$ cat config.mk
export PLATFORM = sky130hd
export DESIGN_NAME = pts_status_regs
export DESIGN_NICKNAME = d
export VERILOG_FILES = /design/src/verilog/pts_pkg.sv /design/src/verilog/pts_status_regs.sv
export SDC_FILE = /design/constraint.sdc
export NUM_CORES = 1
export LEC_CHECK = 0
export BUFFER_PORTS_ARGS = -buffer_cell sky130_fd_sc_hd__clkbuf_2
export CORE_MARGIN = 5
export CORE_UTILIZATION = 34
export DETAILED_ROUTE_END_ITERATION = 8
export PLACE_DENSITY_LB_ADDON = 0.1
export SYNTH_ARGS = -nofsm -noshare
export SYNTH_HDL_FRONTEND = slang
export SYNTH_SLANG_ARGS = --single-unit
$ cat constraint.sdc
create_clock -name clk -period 1.2 [get_ports clk]
set_clock_uncertainty 0.1 [all_clocks]
set_input_delay 0.06 -clock clk [delete_from_list [all_inputs] [get_ports clk]]
set_output_delay 0.06 -clock clk [all_outputs]
set_load 0.02 [all_outputs]
$ cat src/verilog/pts_pkg.sv
// package: command codes, bit positions and types of the status bytes
package pts_pkg;

    localparam logic [7:0] PTS_CMD_TEMP_STATUS = 8'h7D;
    localparam logic [7:0] PTS_CMD_CML_STATUS  = 8'h7E;
    localparam logic [7:0] PTS_RESET_BYTE      = 8'h00;

    localparam int PTS_BIT_OT_FAULT   = 7;
    localparam int PTS_BIT_OT_WARN    = 6;
    localparam int PTS_BIT_BAD_CMD    = 7;
    localparam int PTS_BIT_BAD_DATA   = 6;
    localparam int PTS_BIT_PEC        = 5;
    localparam int PTS_BIT_MEMORY     = 4;
    localparam int PTS_BIT_LOGIC_CORE = 3;
    localparam int PTS_BIT_LINK       = 1;

    // writable (supported) bits; all others read zero
    localparam logic [7:0] PTS_TEMP_SUPPORTED = 8'hC0;
    localparam logic [7:0] PTS_CML_SUPPORTED  = 8'hFA;

    // fault events, one-cycle pulses from the detectors
    typedef struct packed {
        logic overtempFault;
        logic overtempWarning;
        logic badCommand;
        logic badPayload;
        logic pecFail;
        logic memoryError;
        logic logicCoreError;
        logic linkError;
        logic backChannelError;
    } pts_event_type;

    // host access, one-cycle strobes with code and data
    typedef struct packed {
        logic       writeByte;
        logic       readByte;
        logic       clearFaults;
        logic [7:0] code;
        logic [7:0] data;
    } pts_host_type;

endpackage : pts_pkg

$ cat src/verilog/pts_status_regs.sv
// module: latched temperature and link_error_flag/logic/memory status bytes
`timescale 1ns/10ps
module pts_status_regs (
    input  wire logic                  clk,
    input  wire logic                  rst,
    input  wire pts_pkg::pts_event_type evt,
    input  wire pts_pkg::pts_host_type  host,
    input  wire logic                  loopFollower,
    input  wire logic [7:0]            tempAlertMask,
    input  wire logic [7:0]            cmlAlertMask,
    output logic [7:0]                 readData,
    output logic                       readValid,
    output logic [7:0]                 tempStatus,
    output logic [7:0]                 cmlStatus,
    output logic                       cmlSummary,
    output logic                       alertRequest
);
    import pts_pkg::*;

    typedef struct packed {
        logic [7:0] temp;
        logic [7:0] cml;
        logic [7:0] rdata;
        logic       rvalid;
        logic       summary;
        logic       alert;
    } pts_state_type;

    pts_state_type state_r;
    pts_state_type state_nxt;

    logic [7:0] tempSet;
    logic [7:0] cmlSet;
    logic [7:0] tempClr;
    logic [7:0] cmlClr;

    // set beats clear, so an event in the clearing cycle survives
    function automatic logic [7:0] pts_update(
        input logic [7:0] cur,
        input logic [7:0] setBits,
        input logic [7:0] clrBits,
        input logic [7:0] supported
    );
        pts_update = ((cur & ~clrBits) | setBits) & supported;
    endfunction : pts_update

    always_comb begin
        tempSet = 8'h00;
        tempSet[PTS_BIT_OT_FAULT] = evt.overtempFault;
        tempSet[PTS_BIT_OT_WARN]  = evt.overtempWarning;
        cmlSet = 8'h00;
        cmlSet[PTS_BIT_BAD_CMD]    = evt.badCommand;
        cmlSet[PTS_BIT_BAD_DATA]   = evt.badPayload;
        cmlSet[PTS_BIT_PEC]        = evt.pecFail;
        cmlSet[PTS_BIT_MEMORY]     = evt.memoryError;
        cmlSet[PTS_BIT_LOGIC_CORE] = evt.logicCoreError;
        // back-channel trouble only counts while acting as loop follower
        cmlSet[PTS_BIT_LINK] = evt.linkError
            | (loopFollower & evt.backChannelError);
        tempClr = 8'h00;
        cmlClr  = 8'h00;
        if (host.clearFaults) begin
            tempClr = 8'hFF;
            cmlClr  = 8'hFF;
        end else if (host.writeByte) begin
            // ones clear, zeros leave alone
            if (host.code == PTS_CMD_TEMP_STATUS) begin
                tempClr = host.data;
            end
            if (host.code == PTS_CMD_CML_STATUS) begin
                cmlClr = host.data;
            end
        end
    end

    always_comb begin
        state_nxt = state_r;
        state_nxt.temp = pts_update(state_r.temp, tempSet, tempClr,
                                    PTS_TEMP_SUPPORTED);
        state_nxt.cml  = pts_update(state_r.cml, cmlSet, cmlClr,
                                    PTS_CML_SUPPORTED);
        state_nxt.summary = |state_nxt.cml;
        // alert tracks the masked flags; mask high suppresses the bit
        state_nxt.alert = |(state_nxt.temp & ~tempAlertMask)
                        | |(state_nxt.cml & ~cmlAlertMask);
        state_nxt.rvalid = host.readByte;
        state_nxt.rdata  = 8'h00;
        if (host.readByte) begin
            unique case (host.code)
                PTS_CMD_TEMP_STATUS: state_nxt.rdata = state_r.temp;
                PTS_CMD_CML_STATUS:  state_nxt.rdata = state_r.cml;
                default:             state_nxt.rdata = 8'h00;
            endcase
        end
    end

    always_ff @(posedge clk) begin
        if (rst) begin
            state_r <= '{temp: PTS_RESET_BYTE, cml: PTS_RESET_BYTE,
                         rdata: 8'h00, rvalid: 1'b0, summary: 1'b0,
                         alert: 1'b0};
        end else begin
            state_r <= state_nxt;
        end
    end

    assign readData     = state_r.rdata;
    assign readValid    = state_r.rvalid;
    assign tempStatus   = state_r.temp;
    assign cmlStatus    = state_r.cml;
    assign cmlSummary   = state_r.summary;
    assign alertRequest = state_r.alert;

    a_fault_sets_temp: assert property (
        @(posedge clk) disable iff (rst)
        evt.overtempFault
        |=> tempStatus[PTS_BIT_OT_FAULT])
        else $error("over-temperature fault not latched");

    a_latch_persists: assert property (
        @(posedge clk) disable iff (rst)
        tempStatus[PTS_BIT_OT_FAULT]
        && !host.clearFaults && !host.writeByte
        |=> tempStatus[PTS_BIT_OT_FAULT])
        else $error("fault flag dropped without clear");

    a_warn_sets_temp: assert property (
        @(posedge clk) disable iff (rst)
        evt.overtempWarning
        |=> tempStatus[PTS_BIT_OT_WARN])
        else $error("over-temperature warning not latched");

    a_warn_latch_holds: assert property (
        @(posedge clk) disable iff (rst)
        tempStatus[PTS_BIT_OT_WARN] && !host.clearFaults
        && !(host.writeByte && host.code == PTS_CMD_TEMP_STATUS
             && host.data[PTS_BIT_OT_WARN])
        |=> tempStatus[PTS_BIT_OT_WARN])
        else $error("warning flag dropped without clear");

    a_temp_unused_zero: assert property (
        @(posedge clk) disable iff (rst)
        tempStatus[5:0] == 6'h00)
        else $error("unsupported temperature bit reads nonzero");

    a_cml_unused_zero: assert property (
        @(posedge clk) disable iff (rst)
        cmlStatus[2] == 1'b0
        && cmlStatus[0] == 1'b0)
        else $error("unsupported link_error_flag bit reads nonzero");

    a_write_no_set: assert property (
        @(posedge clk) disable iff (rst)
        host.writeByte && evt == '0
        |=> (tempStatus & ~$past(tempStatus)) == 8'h00
        && (cmlStatus & ~$past(cmlStatus)) == 8'h00)
        else $error("write set a flag");

    a_write_one_clears: assert property (
        @(posedge clk) disable iff (rst)
        host.writeByte && host.code == PTS_CMD_CML_STATUS
        && host.data[PTS_BIT_BAD_CMD] && !evt.badCommand
        |=> !cmlStatus[PTS_BIT_BAD_CMD])
        else $error("write of one did not clear flag");

    a_temp_write_clears: assert property (
        @(posedge clk) disable iff (rst)
        host.writeByte && host.code == PTS_CMD_TEMP_STATUS
        && host.data == 8'hFF
        && !evt.overtempFault && !evt.overtempWarning
        |=> tempStatus == 8'h00)
        else $error("write of ones left a temperature flag");

    a_set_beats_clear: assert property (
        @(posedge clk) disable iff (rst)
        evt.pecFail && host.writeByte
        && host.code == PTS_CMD_CML_STATUS && host.data[PTS_BIT_PEC]
        |=> cmlStatus[PTS_BIT_PEC])
        else $error("clear beat a same-cycle event");

    a_clear_faults_all: assert property (
        @(posedge clk) disable iff (rst)
        host.clearFaults && evt == '0
        |=> tempStatus == 8'h00 && cmlStatus == 8'h00)
        else $error("clear faults left a flag set");

    a_clear_faults_temp: assert property (
        @(posedge clk) disable iff (rst)
        host.clearFaults
        && !evt.overtempFault && !evt.overtempWarning
        |=> tempStatus == 8'h00)
        else $error("clear faults left a temperature flag");

    a_badcmd_sets_cml: assert property (
        @(posedge clk) disable iff (rst)
        evt.badCommand
        |=> cmlStatus[PTS_BIT_BAD_CMD])
        else $error("invalid command not latched");

    a_baddata_sets_cml: assert property (
        @(posedge clk) disable iff (rst)
        evt.badPayload
        |=> cmlStatus[PTS_BIT_BAD_DATA])
        else $error("invalid data not latched");

    a_pec_sets_cml: assert property (
        @(posedge clk) disable iff (rst)
        evt.pecFail
        |=> cmlStatus[PTS_BIT_PEC])
        else $error("packet error not latched");

    a_memory_sets_cml: assert property (
        @(posedge clk) disable iff (rst)
        evt.memoryError
        |=> cmlStatus[PTS_BIT_MEMORY])
        else $error("memory error not latched");

    a_core_sets_cml: assert property (
        @(posedge clk) disable iff (rst)
        evt.logicCoreError
        |=> cmlStatus[PTS_BIT_LOGIC_CORE])
        else $error("logic core error not latched");

    a_link_sets_cml: assert property (
        @(posedge clk) disable iff (rst)
        evt.linkError
        |=> cmlStatus[PTS_BIT_LINK])
        else $error("communication error not latched");

    a_alert_masked: assert property (
        @(posedge clk) disable iff (rst)
        alertRequest == ((|(tempStatus & ~$past(tempAlertMask)))
        || (|(cmlStatus & ~$past(cmlAlertMask)))))
        else $error("alert disagrees with unmasked flags");

    a_alert_full_mask: assert property (
        @(posedge clk) disable iff (rst)
        tempAlertMask == 8'hFF && cmlAlertMask == 8'hFF
        |=> !alertRequest)
        else $error("alert raised with every flag masked");

    a_alert_from_flag: assert property (
        @(posedge clk) disable iff (rst)
        evt.overtempFault && !tempAlertMask[PTS_BIT_OT_FAULT]
        |=> alertRequest)
        else $error("unmasked fault raised no alert");

    a_follower_backchan: assert property (
        @(posedge clk) disable iff (rst)
        loopFollower && evt.backChannelError
        |=> cmlStatus[PTS_BIT_LINK])
        else $error("back-channel fault not reported");

    a_leader_ignores_bc: assert property (
        @(posedge clk) disable iff (rst)
        !loopFollower && evt.backChannelError && !evt.linkError
        && !cmlStatus[PTS_BIT_LINK]
        |=> !cmlStatus[PTS_BIT_LINK])
        else $error("back-channel fault reported off the loop");

    a_summary_is_or: assert property (
        @(posedge clk) disable iff (rst)
        cmlSummary == (|cmlStatus))
        else $error("summary bit disagrees with flags");

    a_summary_on_fault: assert property (
        @(posedge clk) disable iff (rst)
        evt.memoryError
        |=> cmlSummary)
        else $error("summary bit missed a fault");

    a_summary_clears: assert property (
        @(posedge clk) disable iff (rst)
        host.writeByte && !host.clearFaults
        && host.code == PTS_CMD_CML_STATUS && host.data == 8'hFF
        && !evt.badCommand && !evt.badPayload && !evt.pecFail
        && !evt.memoryError && !evt.logicCoreError
        && !evt.linkError && !evt.backChannelError
        |=> !cmlSummary)
        else $error("summary bit kept after clearing write");

    a_read_returns: assert property (
        @(posedge clk) disable iff (rst)
        host.readByte && host.code == PTS_CMD_TEMP_STATUS
        |=> readValid && readData == $past(tempStatus))
        else $error("read of temperature byte wrong");

    a_read_cml: assert property (
        @(posedge clk) disable iff (rst)
        host.readByte && host.code == PTS_CMD_CML_STATUS
        |=> readValid && readData == $past(cmlStatus))
        else $error("read of link_error_flag byte wrong");

    a_read_other_zero: assert property (
        @(posedge clk) disable iff (rst)
        host.readByte && host.code != PTS_CMD_TEMP_STATUS
        && host.code != PTS_CMD_CML_STATUS
        |=> readValid && readData == 8'h00)
        else $error("read of other code not zero");

    a_read_pulse: assert property (
        @(posedge clk) disable iff (rst)
        !host.readByte
        |=> !readValid && readData == 8'h00)
        else $error("read answer without a read");

    a_write_other_code: assert property (
        @(posedge clk) disable iff (rst)
        host.writeByte && !host.clearFaults && evt == '0
        && host.code != PTS_CMD_TEMP_STATUS
        && host.code != PTS_CMD_CML_STATUS
        |=> tempStatus == $past(tempStatus)
        && cmlStatus == $past(cmlStatus))
        else $error("write to other code changed flags");

    a_temp_no_spill: assert property (
        @(posedge clk) disable iff (rst)
        host.writeByte && !host.clearFaults && evt == '0
        && host.code == PTS_CMD_TEMP_STATUS
        |=> cmlStatus == $past(cmlStatus))
        else $error("temperature write changed link_error_flag flags");

    a_zero_write_holds: assert property (
        @(posedge clk) disable iff (rst)
        host.writeByte && !host.clearFaults
        && host.data == 8'h00 && evt == '0
        |=> tempStatus == $past(tempStatus)
        && cmlStatus == $past(cmlStatus))
        else $error("zero write changed flags");

    a_cml_latch_holds: assert property (
        @(posedge clk) disable iff (rst)
        cmlStatus[PTS_BIT_PEC] && !host.clearFaults
        && !host.writeByte
        |=> cmlStatus[PTS_BIT_PEC])
        else $error("link_error_flag flag dropped without clear");

    a_reset_clears: assert property (
        @(posedge clk)
        $past(rst)
        |-> tempStatus == 8'h00 && cmlStatus == 8'h00
        && !cmlSummary && !alertRequest && !readValid)
        else $error("outputs not cleared by reset");

endmodule : pts_status_regs

==> flow_summary.json <==
{
  "highest_attainable_clock_frequency_ghz": 0.8405,
  "clock_sink_count": 17,
  "synth-edff-count": 0,
  "postSynth.topFlopCell": "sky130_fd_sc_hd__dfxtp_1",
  "post_synth_num_cell_types": 31,
  "cell_internal_pwr_uw": 887.8,
  "cpLargestDelayFamily": "compound AO/OA/AOI/OAI gates",
  "synthMostInstantiatedCell": "sky130_fd_sc_hd__dfxtp_1",
  "p_leak_nw": 0.7515,
  "viasPerCell": 4.927,
  "global_route.usage.total_pct": 16.54,
  "grt_pass1_vias": 1081,
  "ratio_of_total_power_to_cell_area_nw_per_um2": 889.7,
  "std_cell_rows": 18,
  "final_core_util_pct": 58.11,
  "timing.critical_path.fanout_max": 3,
  "cts_max_level": 1,
  "cts.root.buffer_cell": "sky130_fd_sc_hd__clkbuf_4",
  "detail_route.first_pass.iterations": 5,
  "postRouteAntennaNets": 0,
  "slew_violations": 0,
  "vertical_extent_of_the_die_microns": 61.26,
  "dr.first_iter.drc_count": 27,
  "initial_core_util_pct": 35.74,
  "nNetsFinal": 236,
  "placeableCoreArea_sq_um": 2500,
  "io_pins": 74,
  "cp.arrival_ns": 1.28,
  "dp_hpwl_microns": 2287,
  "crit_path_start": "cmlStatus[3]",
  "worstPathCellList": "a21oi_2 -> a211oi_2 -> a2111oi_2 -> a31oi_1",
  "async_reset_ff_share_pct": 0,
  "rsz0062_at_grt": "true",
  "portion_of_the_post_synthesis_area_used_by_sequential_elements_pct": 38.10,
  "total_power_mw": 1.292,
  "yosys_warnings": 0,
  "grt_max_degree": 11,
  "synthesis.instances": 106,
  "worstReg2RegStart": "cmlStatus[3]",
  "chipWidth_microns": 61.26,
  "number_of_failing_hold_endpoints_at_the_final_stage": 0,
  "criticalPathCategory": "reg2reg",
  "power_frac_seq_pct": 47.0,
  "largest_cells_by_area_after_synthesis": "sky130_fd_sc_hd__dfxtp_1 (38%), sky130_fd_sc_hd__buf_4 (8.4%), sky130_fd_sc_hd__nor2_1 (6.3%), sky130_fd_sc_hd__nand4b_4 (5.3%), sky130_fd_sc_hd__and3_1 (4.2%)",
  "type_of_the_tightest_min_delay_check": "in2reg",
  "power_frac_comb_pct": 27.9,
  "drive_above_1_share_pct": 51.06,
  "gp_routability_congestion": 0.7590,
  "worst-path-buf-inv": 0,
  "synth.cells.most_frequent": "sky130_fd_sc_hd__dfxtp_1 (17), sky130_fd_sc_hd__nor2_1 (15), sky130_fd_sc_hd__buf_4 (10), sky130_fd_sc_hd__nand2_1 (10), sky130_fd_sc_hd__a21oi_1 (7)",
  "cts_buffers": 3,
  "tritoncts": "yes",
  "synth_seq_cells": 17,
  "cts.clk_slew.worst_paths_ns": 0.10,
  "worstSetupStartpointType": "flop",
  "critical_path_required_ns": 1.29,
  "power.switching_uw": 404.5,
  "ctsLongestPathBuffers": 2,
  "result_of_the_run": "finished clean",
  "ir_worst_vdd_mv": 0.7837,
  "hold_start": "evt[1]",
  "grt_overflow_total": 0,
  "first_pass_grt_wire_length_microns": 4540,
  "cpMaxStageDelayCell": "sky130_fd_sc_hd__dfxtp_2",
  "number_of_antenna_violations_at_the_first_check_in_global_routing": 0,
  "finalSetupViolations": 0,
  "drc_errors": 0,
  "post_synth_design_cell_area_sq_um": 893.4,
  "end_kind": "flop",
  "routed_wire_length_per_instance_microns": 14.01,
  "numPortBuffers": 53,
  "synthDominantAreaCellType": "sky130_fd_sc_hd__dfxtp_1",
  "share_clk_of_total_power_pct": 25.2,
  "synth.top_cell.area_share_pct": 38.10,
  "area.growth.synth_to_final_pct": 62.60,
  "clock_insertion_delay_worst_skew_ns": 0.30,
  "post_synth.cell_area_avg_sq_um": 8.428,
  "finalCriticalPeriod_ns": 1.190,
  "num_vias": 1074,
  "post_dp_cell_area_sq_um": 1289,
  "post_cts.repair.setup_buffers": 0,
  "die-area_sq_um": 3753,
  "stdcell_area_sq_um": 1453,
  "routed_wl_microns": 3054,
  "cpPeakStageDelay_ns": 0.35,
  "antenna_cells_inserted": 0,
  "power.switching_fraction_pct": 31.30,
  "max_cap_viol_count": 0,
  "fraction_of_the_cycle_the_final_worst_path_needs_pct": 99.14
}
[cell type report]
class | instances | area (sq um)
Timing Repair Buffer | 80 | 490.5
Fill cell | 255 | 1047
Inverter | 6 | 22.52
Sequential cell | 17 | 347.8
Clock buffer | 4 | 26.28
Multi-Input combinational cell | 81 | 528.0
Tap cell | 30 | 37.54
[worst reg2reg max path, stage by stage (launching register included)]
cell and delay (ns):
sky130_fd_sc_hd__dfxtp_2 0.35, sky130_fd_sc_hd__a21oi_2 0.15, sky130_fd_sc_hd__a211oi_2 0.07, sky130_fd_sc_hd__a2111oi_2 0.29, sky130_fd_sc_hd__a31oi_1 0.12
[flip-flops by register name, indices dropped and copies added, names as in the netlist]
name,cells
tempStatus,2
readValid,1
readData,6
alertRequest,1
cmlSummary,1
cmlStatus,6
[power groups by stage]
stage	combinational [mW]	sequential, mW	clock [mW]
2_1_floorplan	0.150	0.644	0
3_3_place_gp	0.313	0.616	0
3_5_place_dp	0.316	0.616	0
5_1_grt	0.390	0.611	0.370
6_report	0.360	0.607	0.325
4_1_cts	0.339	0.603	0.333
[logic make-up (layout without fill, tap and decap cells)]
family                 Yosys count  after routing  share of synthesized area [%]
AO/OA/AOI/OAI                   26             26                          20.87
buffers and inverters           17             90                          11.34
AND/OR/NAND/NOR                 45             45                          29.27
other                            1             10                         0.4198
flip-flops                      17             17                          38.10
[per-layer routing]
layer | vias up | share of wire, % | GRT usage (%)
li1 | 522 | - | -
met1 | 497 | 38 | 19.75
met2 | 51 | 53 | 28.85
met3 | 4 | 8.8 | 5.241
met4 | 0 | 0.52 | 3.715
met5 | - | 0 | 0
[cell usage in the layout (no fill, tap or decap), drive strengths merged]
master | synthesis | layout
nor2 | 16 | 16
a31oi | 2 | 2
inv | 5 | 5
dfxtp | 17 | 17
dlygate4sd3 | 0 | 9
a21o | 1 | 1
o311a | 1 | 1
clkbuf | 1 | 57
a221oi | 2 | 2
a41oi | 1 | 1
o22ai | 2 | 2
a21oi | 8 | 8
a211oi | 1 | 1
nor2b | 6 | 6
a2111oi | 1 | 1
buf | 10 | 18
nor3 | 3 | 3
conb | 1 | 10
a22o | 1 | 1
nor4 | 1 | 1
clkinv | 1 | 1
nor3b | 1 | 1
nand4b | 2 | 2
a22oi | 2 | 2
o21ai | 3 | 3
o22a | 1 | 1
and3 | 6 | 6
nand2 | 10 | 10
[final timing paths]
kind	endpoint	slack [ns]	cells past startpoint
setup / recovery	alertRequest	0.01	4
setup reg to reg	alertRequest	0.01	4
hold / removal	cmlStatus[1]	0.002	4
hold reg to reg	readData[5]	0.41	1
[what timing repair did]
item,in CTS,in global routing
gates resized for setup,0,15
endpoints found under the hold margin,9,0
hold buffers,9,0
setup endpoints to repair,0,1
[per-stage QoR]
stage | hold WS (ns) | setup TNS [ns] | cells | worst slack, ns
CTS | -0.002917 | 0 | 218 | 0.007691
finish | 0.002427 | 0 | 218 | 0.01027
detailed placement | 0.2126 | -0.4935 | 205 | -0.1944
global placement | 0.2063 | -0.3400 | 205 | -0.1578
floorplan | 0.07272 | -0.003438 | 115 | -0.003438
global route | 0.02007 | -0.05612 | 218 | -0.05612
Note: power is estimated with default switching activity, not from simulation.
